==> src/rtl/humidity_readout_pkg.sv <==
package humidity_readout_pkg;

   // fixed serial slave address
   localparam logic [6:0] SLAVE_ADDR      = 7'h44;
   // clock and measurement times, ns
   localparam int         CLK_PERIOD_NS   = 100;
   localparam int         WAKE_NS         = 100000;
   localparam int         CONV_8_NS       = 550000;
   localparam int         CONV_10_NS      = 1310000;
   localparam int         CONV_12_NS      = 4500000;
   localparam int         CONV_14_NS      = 16900000;
   localparam int         WAKE_CYCLES     = (WAKE_NS + CLK_PERIOD_NS - 1) / CLK_PERIOD_NS;
   localparam int         CNT_W           = 18;
   localparam int         BYTE_BITS       = 8;

   // resolution codes
   localparam logic [1:0] RES_8           = 2'h0;
   localparam logic [1:0] RES_10          = 2'h1;
   localparam logic [1:0] RES_12          = 2'h2;
   localparam logic [1:0] RES_14          = 2'h3;
   localparam logic [1:0] RES_DEFAULT     = RES_14;
   // result masks, lower resolutions scaled into 14 bits
   localparam logic [13:0] MASK_8         = 14'h3FC0;
   localparam logic [13:0] MASK_10        = 14'h3FF0;
   localparam logic [13:0] MASK_12        = 14'h3FFC;
   localparam logic [13:0] MASK_14        = 14'h3FFF;
   // status codes in byte one
   localparam logic [1:0] STAT_VALID      = 2'h0;
   localparam logic [1:0] STAT_STALE      = 2'h1;

   // register map
   localparam logic [7:0] REG_CONFIG      = 8'h00;
   localparam logic [7:0] REG_STATUS      = 8'h04;
   localparam logic [7:0] REG_RESULT      = 8'h08;
   localparam int         CFG_HRES_LSB    = 0;
   localparam int         CFG_TRES_LSB    = 2;
   localparam int         STAT_BUSY_BIT   = 0;
   localparam int         STAT_STALE_BIT  = 1;
   localparam int         STAT_DONE_BIT   = 2;
   localparam int         STAT_FETCH_BIT  = 3;
   localparam logic [1:0] RESP_OKAY       = 2'h0;
   localparam logic [1:0] RESP_SLVERR     = 2'h2;

   typedef enum logic [2:0] {
      L_IDLE    = 3'h0,
      L_ADDR    = 3'h1,
      L_ADDR_ACK= 3'h2,
      L_RX      = 3'h3,
      L_TX      = 3'h4,
      L_TX_ACK  = 3'h5,
      L_IGNORE  = 3'h6
   } link_state_t;

   typedef enum logic [2:0] {
      M_SLEEP   = 3'h0,
      M_WAKE    = 3'h1,
      M_HUM     = 3'h2,
      M_TEMP    = 3'h3,
      M_CORR    = 3'h4
   } meas_state_t;

   typedef struct packed {
      logic [7:0]  awaddr;
      logic        awvalid;
      logic [31:0] wdata;
      logic [3:0]  wstrb;
      logic        wvalid;
      logic        bready;
      logic [7:0]  araddr;
      logic        arvalid;
      logic        rready;
   } axil_req_t;

   typedef struct packed {
      logic        awready;
      logic        wready;
      logic [1:0]  bresp;
      logic        bvalid;
      logic        arready;
      logic [31:0] rdata;
      logic [1:0]  rresp;
      logic        rvalid;
   } axil_rsp_t;

   typedef struct packed {
      logic [13:0] hum;
      logic [13:0] temp;
   } sample_t;

endpackage

==> src/rtl/humidity_temp_i2c_readout.sv <==
`timescale 1ns/1ns

// Operation
// serial slave at 100 and 400 kHz
// acknowledge only address 44 hex
// eighth bit one reads, zero writes
// eight data bits then one response bit
// sample on rise, change only while low
// master frames with start and stop
// sleep until a measurement request
// address plus write starts measurement
// humidity, temperature, correction, then update
// results always 14 bits, msb first
// address plus read acknowledged, bytes follow
// status, humidity, then temperature bytes
// master drops two lsbs of byte four
// master nack ends sending early
// status valid until fetched, then stale
// stale before first measurement completes
// equal resolutions give listed total times
// mixed times sum plus wake-up
// master polls status or waits
// two-bit resolution codes, default 14
// per-quantity conversion times by resolution
// status 00 valid, 01 stale
// fetch during measurement returns old, stale
module humidity_temp_i2c_readout
   import humidity_readout_pkg::*;
#(
   parameter int conv_cycles_8  = (CONV_8_NS + CLK_PERIOD_NS - 1) / CLK_PERIOD_NS,
   parameter int conv_cycles_10 = (CONV_10_NS + CLK_PERIOD_NS - 1) / CLK_PERIOD_NS,
   parameter int conv_cycles_12 = (CONV_12_NS + CLK_PERIOD_NS - 1) / CLK_PERIOD_NS,
   parameter int conv_cycles_14 = (CONV_14_NS + CLK_PERIOD_NS - 1) / CLK_PERIOD_NS
) (
   input  wire logic      aclk,
   input  wire logic      aresetn,
   input  wire axil_req_t axi_req,
   output axil_rsp_t      axi_rsp,
   input  wire logic      scl_in,
   input  wire logic      sda_in,
   output logic           sda_out,
   output logic           sda_oe,
   input  wire sample_t   front_end
);

   // whole module state
   typedef struct packed {
      logic [2:0]   scl_s;      // scl synchroniser chain
      logic [2:0]   sda_s;      // sda synchroniser chain
      logic         scl_f;      // agreed scl level
      logic         sda_f;      // agreed sda level
      link_state_t  link;       // serial slave state
      logic [3:0]   bitcnt;     // bits seen in this byte
      logic [7:0]   shreg;      // byte being moved
      logic [31:0]  txword;     // remaining fetch bytes
      logic [1:0]   byte_idx;   // byte of fetch in flight
      logic         rw;         // direction of this transfer
      logic         ack_ok;     // master acked last byte
      logic         fetched;    // byte one went out
      logic         drive;      // pulling sda low
      meas_state_t  meas;       // measurement sequencer
      logic [CNT_W-1:0] cnt;    // phase countdown
      logic [1:0]   hres;       // configured humidity resolution
      logic [1:0]   tres;       // configured temperature resolution
      logic [1:0]   hres_act;   // resolution of running cycle
      logic [1:0]   tres_act;
      sample_t      raw;        // captured conversions
      sample_t      result;     // output register
      logic         stale;      // result already fetched
      logic         first_done; // a cycle has completed
      logic [7:0]   awaddr;     // held write address
      logic         have_aw;
      logic [31:0]  wdata;      // held write data
      logic [3:0]   wstrb;
      logic         have_w;
      logic         bvalid;
      logic [1:0]   bresp;
      logic         rvalid;
      logic [31:0]  rdata;
      logic [1:0]   rresp;
   } state_t;

   state_t q;                   // registered state
   state_t n;                   // next state
   logic   scl_rise;            // agreed scl edges
   logic   scl_fall;
   logic   start_c;             // start or repeated start
   logic   stop_c;              // stop condition
   logic   go;                  // measurement request accepted
   logic   busy;                // sequencer awake

   // conversion length for a resolution code
   function automatic logic [CNT_W-1:0] conv_len(input logic [1:0] r);
      case (r)
         RES_8:   conv_len = CNT_W'(conv_cycles_8 - 1);
         RES_10:  conv_len = CNT_W'(conv_cycles_10 - 1);
         RES_12:  conv_len = CNT_W'(conv_cycles_12 - 1);
         default: conv_len = CNT_W'(conv_cycles_14 - 1);
      endcase
   endfunction

   // mask that scales a reading to 14 bits
   function automatic logic [13:0] res_mask(input logic [1:0] r);
      case (r)
         RES_8:   res_mask = MASK_8;
         RES_10:  res_mask = MASK_10;
         RES_12:  res_mask = MASK_12;
         default: res_mask = MASK_14;
      endcase
   endfunction

   // next-state logic for link, sequencer and bus slave
   always_comb begin
      n = q;
      busy = (q.meas != M_SLEEP);
      go = 1'b0;
      n.scl_s = {q.scl_s[1:0], scl_in};
      n.sda_s = {q.sda_s[1:0], sda_in};
      // a level counts once second and third stages agree
      if (q.scl_s[1] == q.scl_s[2]) begin
         n.scl_f = q.scl_s[2];
      end
      if (q.sda_s[1] == q.sda_s[2]) begin
         n.sda_f = q.sda_s[2];
      end
      scl_rise = !q.scl_f && n.scl_f;
      scl_fall = q.scl_f && !n.scl_f;
      // frame edges seen
      start_c = q.scl_f && n.scl_f && q.sda_f && !n.sda_f;
      stop_c = q.scl_f && n.scl_f && !q.sda_f && n.sda_f;

      if (start_c || stop_c) begin
         // fetch ends, data now stale
         if (q.fetched) begin
            n.stale = 1'b1;
         end
         n.fetched = 1'b0;
         n.drive = 1'b0;
         n.bitcnt = '0;
         n.link = start_c ? L_ADDR : L_IDLE;
      end else begin
         case (q.link)
            L_IDLE, L_IGNORE: begin
               // nothing driven until the next start
               n.drive = 1'b0;
            end
            L_ADDR, L_RX: begin
               // sample on rising scl
               if (scl_rise) begin
                  n.shreg = {q.shreg[6:0], q.sda_f};
                  n.bitcnt = q.bitcnt + 4'h1;
               end else if (scl_fall && q.bitcnt == 4'(BYTE_BITS)) begin
                  n.bitcnt = '0;
                  // only the fixed address
                  if (q.link == L_ADDR && q.shreg[7:1] == SLAVE_ADDR) begin
                     // acknowledge is a low response bit
                     n.drive = 1'b1;
                     // direction bit
                     n.rw = q.shreg[0];
                     n.link = L_ADDR_ACK;
                     // snapshot result with status on top
                     // status encoding
                     // running cycle reports old data as stale
                     n.txword = {(q.stale || busy) ? STAT_STALE : STAT_VALID,
                                 q.result.hum, q.result.temp, 2'h0};
                     // write direction requests a measurement
                     // sleep until asked
                     go = !q.shreg[0] && !busy;
                  end else begin
                     // written data bytes are not taken
                     n.link = L_IGNORE;
                  end
               end
            end
            L_ADDR_ACK: begin
               if (scl_fall) begin
                  n.bitcnt = '0;
                  if (q.rw) begin
                     // first fetch byte follows the ack
                     n.shreg = q.txword[31:24];
                     n.txword = {q.txword[23:0], 8'h00};
                     n.drive = !q.txword[31];
                     n.byte_idx = '0;
                     n.link = L_TX;
                  end else begin
                     n.drive = 1'b0;
                     n.link = L_RX;
                  end
               end
            end
            L_TX: begin
               if (scl_rise) begin
                  n.bitcnt = q.bitcnt + 4'h1;
               end else if (scl_fall) begin
                  // data changes only while scl low
                  if (q.bitcnt == 4'(BYTE_BITS)) begin
                     n.drive = 1'b0;
                     n.bitcnt = '0;
                     n.ack_ok = 1'b0;
                     n.link = L_TX_ACK;
                  end else begin
                     // msb first
                     n.shreg = {q.shreg[6:0], 1'b0};
                     n.drive = !q.shreg[6];
                  end
               end
            end
            L_TX_ACK: begin
               if (scl_rise) begin
                  n.ack_ok = !q.sda_f;
                  if (q.byte_idx == 2'h0) begin
                     n.fetched = 1'b1;
                  end
               end else if (scl_fall) begin
                  // nack or fourth byte ends sending
                  if (!q.ack_ok || q.byte_idx == 2'h3) begin
                     n.link = L_IGNORE;
                  end else begin
                     n.byte_idx = q.byte_idx + 2'h1;
                     n.shreg = q.txword[31:24];
                     n.txword = {q.txword[23:0], 8'h00};
                     n.drive = !q.txword[31];
                     n.link = L_TX;
                  end
               end
            end
            default: begin
               n.link = L_IDLE;
               n.drive = 1'b0;
            end
         endcase
      end

      // measurement sequencer
      case (q.meas)
         M_SLEEP: begin
            if (go) begin
               // wake-up first; resolution frozen for the cycle
               n.hres_act = q.hres;
               n.tres_act = q.tres;
               n.cnt = CNT_W'(WAKE_CYCLES - 1);
               n.meas = M_WAKE;
            end
         end
         M_WAKE: begin
            if (q.cnt == '0) begin
               // humidity time per resolution
               n.cnt = conv_len(q.hres_act);
               n.meas = M_HUM;
            end else begin
               n.cnt = q.cnt - 1'b1;
            end
         end
         M_HUM: begin
            if (q.cnt == '0) begin
               // humidity before temperature
               n.raw.hum = front_end.hum;
               n.cnt = conv_len(q.tres_act);
               n.meas = M_TEMP;
            end else begin
               n.cnt = q.cnt - 1'b1;
            end
         end
         M_TEMP: begin
            if (q.cnt == '0) begin
               n.raw.temp = front_end.temp;
               n.meas = M_CORR;
            end else begin
               n.cnt = q.cnt - 1'b1;
            end
         end
         M_CORR: begin
            // scale into 14 bits
            n.result.hum = q.raw.hum & res_mask(q.hres_act);
            n.result.temp = q.raw.temp & res_mask(q.tres_act);
            // a finished cycle wins over a same-cycle fetch end
            n.stale = 1'b0;
            n.first_done = 1'b1;
            n.meas = M_SLEEP;
         end
         default: begin
            n.meas = M_SLEEP;
         end
      endcase

      // bus slave: address and data taken in either order
      if (axi_req.awvalid && !q.have_aw && !q.bvalid) begin
         n.awaddr = axi_req.awaddr;
         n.have_aw = 1'b1;
      end
      if (axi_req.wvalid && !q.have_w && !q.bvalid) begin
         n.wdata = axi_req.wdata;
         n.wstrb = axi_req.wstrb;
         n.have_w = 1'b1;
      end
      if (q.have_aw && q.have_w) begin
         n.have_aw = 1'b0;
         n.have_w = 1'b0;
         n.bvalid = 1'b1;
         if (q.awaddr == REG_CONFIG) begin
            n.bresp = RESP_OKAY;
            // independent resolution codes
            if (q.wstrb[0]) begin
               n.hres = q.wdata[CFG_HRES_LSB +: 2];
               n.tres = q.wdata[CFG_TRES_LSB +: 2];
            end
         end else begin
            n.bresp = RESP_SLVERR;
         end
      end
      if (q.bvalid && axi_req.bready) begin
         n.bvalid = 1'b0;
      end
      if (axi_req.arvalid && !q.rvalid) begin
         n.rvalid = 1'b1;
         n.rresp = RESP_OKAY;
         n.rdata = '0;
         case (axi_req.araddr)
            REG_CONFIG: begin
               n.rdata[CFG_HRES_LSB +: 2] = q.hres;
               n.rdata[CFG_TRES_LSB +: 2] = q.tres;
            end
            REG_STATUS: begin
               n.rdata[STAT_BUSY_BIT] = busy;
               // stale until a first cycle completes
               n.rdata[STAT_STALE_BIT] = q.stale;
               n.rdata[STAT_DONE_BIT] = q.first_done;
               n.rdata[STAT_FETCH_BIT] = (q.link == L_TX) || (q.link == L_TX_ACK);
            end
            REG_RESULT: begin
               n.rdata = {q.result.hum, 2'h0, q.result.temp, 2'h0};
            end
            default: begin
               n.rresp = RESP_SLVERR;
            end
         endcase
      end else if (q.rvalid && axi_req.rready) begin
         n.rvalid = 1'b0;
      end
   end

   // single state register, synchronous reset
   always_ff @(posedge aclk) begin
      if (!aresetn) begin
         q <= '0;
         q.scl_s <= 3'h7;
         q.sda_s <= 3'h7;
         q.scl_f <= 1'b1;
         q.sda_f <= 1'b1;
         q.link <= L_IDLE;
         q.meas <= M_SLEEP;
         q.hres <= RES_DEFAULT;
         q.tres <= RES_DEFAULT;
         q.hres_act <= RES_DEFAULT;
         q.tres_act <= RES_DEFAULT;
         // nothing fetched is ever valid before a first cycle
         q.stale <= 1'b1;
      end else begin
         q <= n;
      end
   end

   // open-drain data: only ever pulls low
   // line timing follows the sampled bus clock, no stretching
   assign sda_out = 1'b0;
   assign sda_oe = q.drive;

   // bus answers; readies are combinational, one driver for the whole struct
   assign axi_rsp = '{awready: !q.have_aw && !q.bvalid,
                      wready:  !q.have_w && !q.bvalid,
                      bresp:   q.bresp,
                      bvalid:  q.bvalid,
                      arready: !q.rvalid,
                      rdata:   q.rdata,
                      rresp:   q.rresp,
                      rvalid:  q.rvalid};

endmodule // humidity_temp_i2c_readout

==> config.mk <==
export PLATFORM = sky130hd
export DESIGN_NAME = humidity_temp_i2c_readout
export DESIGN_NICKNAME = d
export VERILOG_FILES = /design/src/rtl/humidity_readout_pkg.sv /design/src/rtl/humidity_temp_i2c_readout.sv
export SDC_FILE = /design/constraint.sdc
export NUM_CORES = 1
export LEC_CHECK = 0
export BUFFER_PORTS_ARGS = -buffer_cell sky130_fd_sc_hd__buf_4
export CORE_MARGIN = 10
export CORE_UTILIZATION = 40
export CTS_CLUSTER_DIAMETER = 40
export CTS_CLUSTER_SIZE = 24
export DETAILED_ROUTE_END_ITERATION = 6
export GPL_ROUTABILITY_DRIVEN = 0
export PLACE_DENSITY = 0.63
export SYNTH_ARGS = -nofsm -noshare
export SYNTH_HDL_FRONTEND = slang
export SYNTH_SLANG_ARGS = --single-unit
export TNS_END_PERCENT = 100
==> constraint.sdc <==
create_clock -name aclk -period 4.2 [get_ports aclk]
set_input_delay 0.21 -clock aclk [delete_from_list [all_inputs] [get_ports aclk]]
set_output_delay 0.21 -clock aclk [all_outputs]
set_load 0.1 [all_outputs]
# Word-level counts from Yosys, hierarchy flattened
# Index checks and enable logic that the tools add are counted.
# word_totals
regBits	201
latch_bits	0
ram_bits	0
mem_bits_ro	0
inputBits	89
out_inout_bits	43
elab_cells	252
n_memories	0
# op_classes
n_addsub	3
mul	0
div	0
order_cmp	0
n_eq_ne	52
n_shift	0
muxes	80
n_bitwise	5
n_reduce_logical	77
# ops
operator	count
42-bit two-way mux	4
18-bit one-hot mux with 3 select lines	2
32-bit two-way mux	3
32-bit one-hot mux with 3 select lines	1
18-bit one-hot mux with 4 select lines	1
18-bit two-way mux	3
49-bit two-way mux	1
2-bit inequality test, second input constant	20
6-bit one-hot mux with 3 select lines	2
3-bit inequality test, second input constant	11
8-bit one-hot mux with 4 select lines	1
14-bit AND	2
1-bit two-way mux	28
14-bit two-way mux	2
28-bit two-way mux	1
3-bit two-way mux	9
8-bit two-way mux	3
4-bit one-hot mux with 3 select lines	2
21-bit two-way mux	1
7-bit two-way mux	3
1-bit logical AND	20
18-bit logical NOT	1
9-bit AND reduction	2
18-bit by 1-bit subtractor with 18-bit output, second input constant	1
other kinds (39)	93

# Longest topological paths before layout
# depth
ltp_word	11
ltp_mapped	14
mapped_depth_nobuf	11

# Worst setup path before layout
# OpenSTA, ideal clock, no wires.
# synth_path
kind	flip-flop to flip-flop
startpoint	register q, in the netlist axi_rsp[36]
endpoint	register q[39] (netlist bit)
setup_ns	0.128
arrival_ns	2.396
t_required_ns	4.072
path_slack_ns	1.676
path_stages_with_launch	6
path_buffers	1
synth_period_minus_slack_ns	2.524
cell_sequence	dfxtp_1 -> nor2_1 -> and2_1 -> clkbuf_1 -> mux2i_1 -> nor2_1
# synth_via
elab_chain_cells	2
# synth_rtl
element	line	rtl
start, declared	humidity_temp_i2c_readout.sv:83	state_t q;
start signal, assigned	humidity_temp_i2c_readout.sv:359	q <= n;
1-bit logical NOT	humidity_temp_i2c_readout.sv:291	if (axi_req.wvalid && !q.have_w && !q.bvalid) begin
1-bit logical AND	humidity_temp_i2c_readout.sv:291	
# No other way between the ends.
# A chain may end at the register's enable or synchronous reset.

==> out/results.tsv <==
stage	metric	value	unit
timing	final_max_slew_viol_count	0	
power_and_ir_drop	leakage	3.83	nW
synthesis	postSynthCellCount	1109	
synthesis	ys_types	81	
finish	fillCellCount	2233	
global_routing	grt_max_degree	58	
detailed_routing	first_iter_violations	628	
critical_path	start_kind	register	
job	max_cap_viol_count	0	
global_routing	grt_pass1_wl	40200	µm
synthesis	synth_area_leaders	dfxtp_1 42%, nand2_1 8.9%, a21oi_1 6.1%	
power_and_ir_drop	p_per_area	369	nW/µm²
cts	cts_tree	built	
synthesis	synth_edf_count	0	
floorplanning	die-width	173	µm
detailed_routing	avgViaCountPerCell	5.35	
critical_path	cp_max_fo	30	
finish	area_growth	13.0	%
cts	cts_resized	0	
timing	rsz0062_at_grt	no	
global_routing	grt_pass1_vias	7520	
timing	post-route-period-util	0.784	
timing	layout_min_cycle_time	3.29	ns
detailed_routing	drc	0	
timing	tns	0	ns
placement	place_hpwl	17200	µm
power_and_ir_drop	irDropWorstVdd	0.262	mV
floorplanning	ios	132	
synthesis	synth_top_area_frac	0.418	
cts	htreeDepth	4	
cts	cts.sinks	195	
floorplanning	fp.dieH	173	µm
timing	skew	0.0108	ns
placement	portBuffers	95	
cts	clkSlewWorstSetupHoldPaths	0.08	ns
cts	cts_buffer_depth	2	
timing	finalSetupViolations	0	
synthesis	yosysTopAreaCell	dfxtp_1	
critical_path	cp.arrival	3.58	ns
cts	cts_hold_repair.buffers	10	
detailed_routing	wl_per_cell	16.7	µm
critical_path	worst-r2r-cell-count	12	
critical_path	endpoint_kind	register	
timing	clock.fmax	304	MHz
cts	clkLatencyLatePin	0.44	ns
floorplanning	start_util	0.410	
synthesis	synth_ff_type	dfxtp_1	
timing	relSlewSlack	0.204	
critical_path	critical_path_class	register to register	
synthesis	ys_async_sr_fraction	0	
floorplanning	design.core.area	22800	µm²
critical_path	worstPathRequired	4.49	ns
finish	layout.nets	1243	
detailed_routing	wl	24400	µm
detailed_routing	vias	7793	
worst_hold_path	hold_path_class	input port to register	
detailed_routing	dr.pass1.iters	5	
timing	finalHoldViolations	0	
critical_path	r2r_setup_slack	0.91	ns
global_routing	antenna_found_initial	0	
synthesis	ys_seq_elements	195	
finish	final_common_cell	nand2_1	
timing	tightestPinTransition	1.19	ns
worst_hold_path	min_path_cells	3	
cts	cts_inserted_buffers	17	
synthesis	yosys_warnings	0	
synthesis	netlist_area	9330	µm²
finish	final_cell_mix	222 x nand2_1, 195 x dfxtp_1, 113 x a21oi_1, 103 x buf_4, 83 x nor2_1	
synthesis	syn_area_per_cell	8.41	µm²
finish	final_core_util	0.463	
global_routing	grtUsageTotal	0.161	
finish	antenna_cells	0	
synthesis	yosysSeqAreaShare	0.418	
detailed_routing	antenna_left	0	
timing	hold-worst-slack	0.0149	ns
cts	post_cts_buffers	0	
floorplanning	placementRows	55	
global_routing	grt-ovfl-total	0	
cts	root_buffer	clkbuf_16	
status	status	finished clean	
floorplanning	die_area	29800	µm²
finish	drive_gt1_frac	0.163	
-- through the flow --
stage          cell area (µm²)  total power, mW  setup slack, ns  std cells
6_report                 10500             3.89            0.909       1457
5_1_grt                  10500             4.03            0.584       1457
2_1_floorplan             9350             2.18             1.68       1113
3_3_place_gp              9860             2.27             1.03       1415
3_5_place_dp              9860             2.27            0.990       1415
4_1_cts                  10500             3.92            0.922       1457
-- Yosys cell counts (12+ instances only) --
library cell,count
inv_1,23
clkbuf_1,49
a22oi_1,31
mux2i_1,30
a311oi_2,27
nand3_1,25
o21ai_0,26
buf_4,41
dfxtp_1,195
a21oi_1,113
ha_1,23
nor2_1,83
nor3_1,12
nand2b_1,19
nand2_1,222
buf_2,13
-- state kept, by name (all words and copies together) (netlist names) --
| name | cells |
|---|---|
| axi_rsp | 34 |
| q | 156 |
| n | 4 |
| sda_oe | 1 |
-- final timing paths --
kind,from,end
setup / recovery,q[225],q[188]
hold / removal,front_end[21],q[135]
setup reg to reg,q[225],q[188]
hold reg to reg,n[230],n[231]
-- cell families after synthesis --
kind of cell,synth area share
simple gates,0.224
compound gates,0.205
flops,0.418
buf+inv,0.0807
mux,0.0358
fa+ha+maj,0.0308
xor+xnor,0.00469
other cells,0.000402
-- layout make-up --
class	instances	area [µm²]	area share
clock buffer	18	429	0.0407
sequential	195	3900	0.370
multi-input combinational	779	4690	0.445
tap	313	392	0.0371
timing repair buffer	113	873	0.0828
inverter	25	96.3	0.00913
clock inverter	14	160	0.0152
-- worst max-delay path, stage by stage (launching register included) --
cell and delay, ns:
dfxtp_1 0.33, inv_1 0.07, nand2_1 0.05, o21a_1 0.13, inv_1 0.08, ha_1 0.26
nor2b_1 0.41, nand4_1 0.31, mux2_2 0.35, o21ai_1 0.15, buf_4 0.27, and2_4 0.52
a311oi_2 0.18
-- where the power goes --
| group | switching, mW | total, mW | internal, mW |
|---|---|---|---|
| clock | 0.800 | 1.65 | 0.851 |
| combinational | 0.235 | 0.352 | 0.117 |
| sequential | 0.0177 | 1.89 | 1.87 |
| total | 1.05 | 3.89 | 2.84 |
-- routing by layer --
layer  part of all wire  wire [µm]  track usage
met5                  0          0            0
met4              0.018        427       0.0481
met3              0.051       1250       0.0355
met2               0.45      11100        0.251
met1               0.48      11600        0.217
Power figures use the tool's default switching activity.
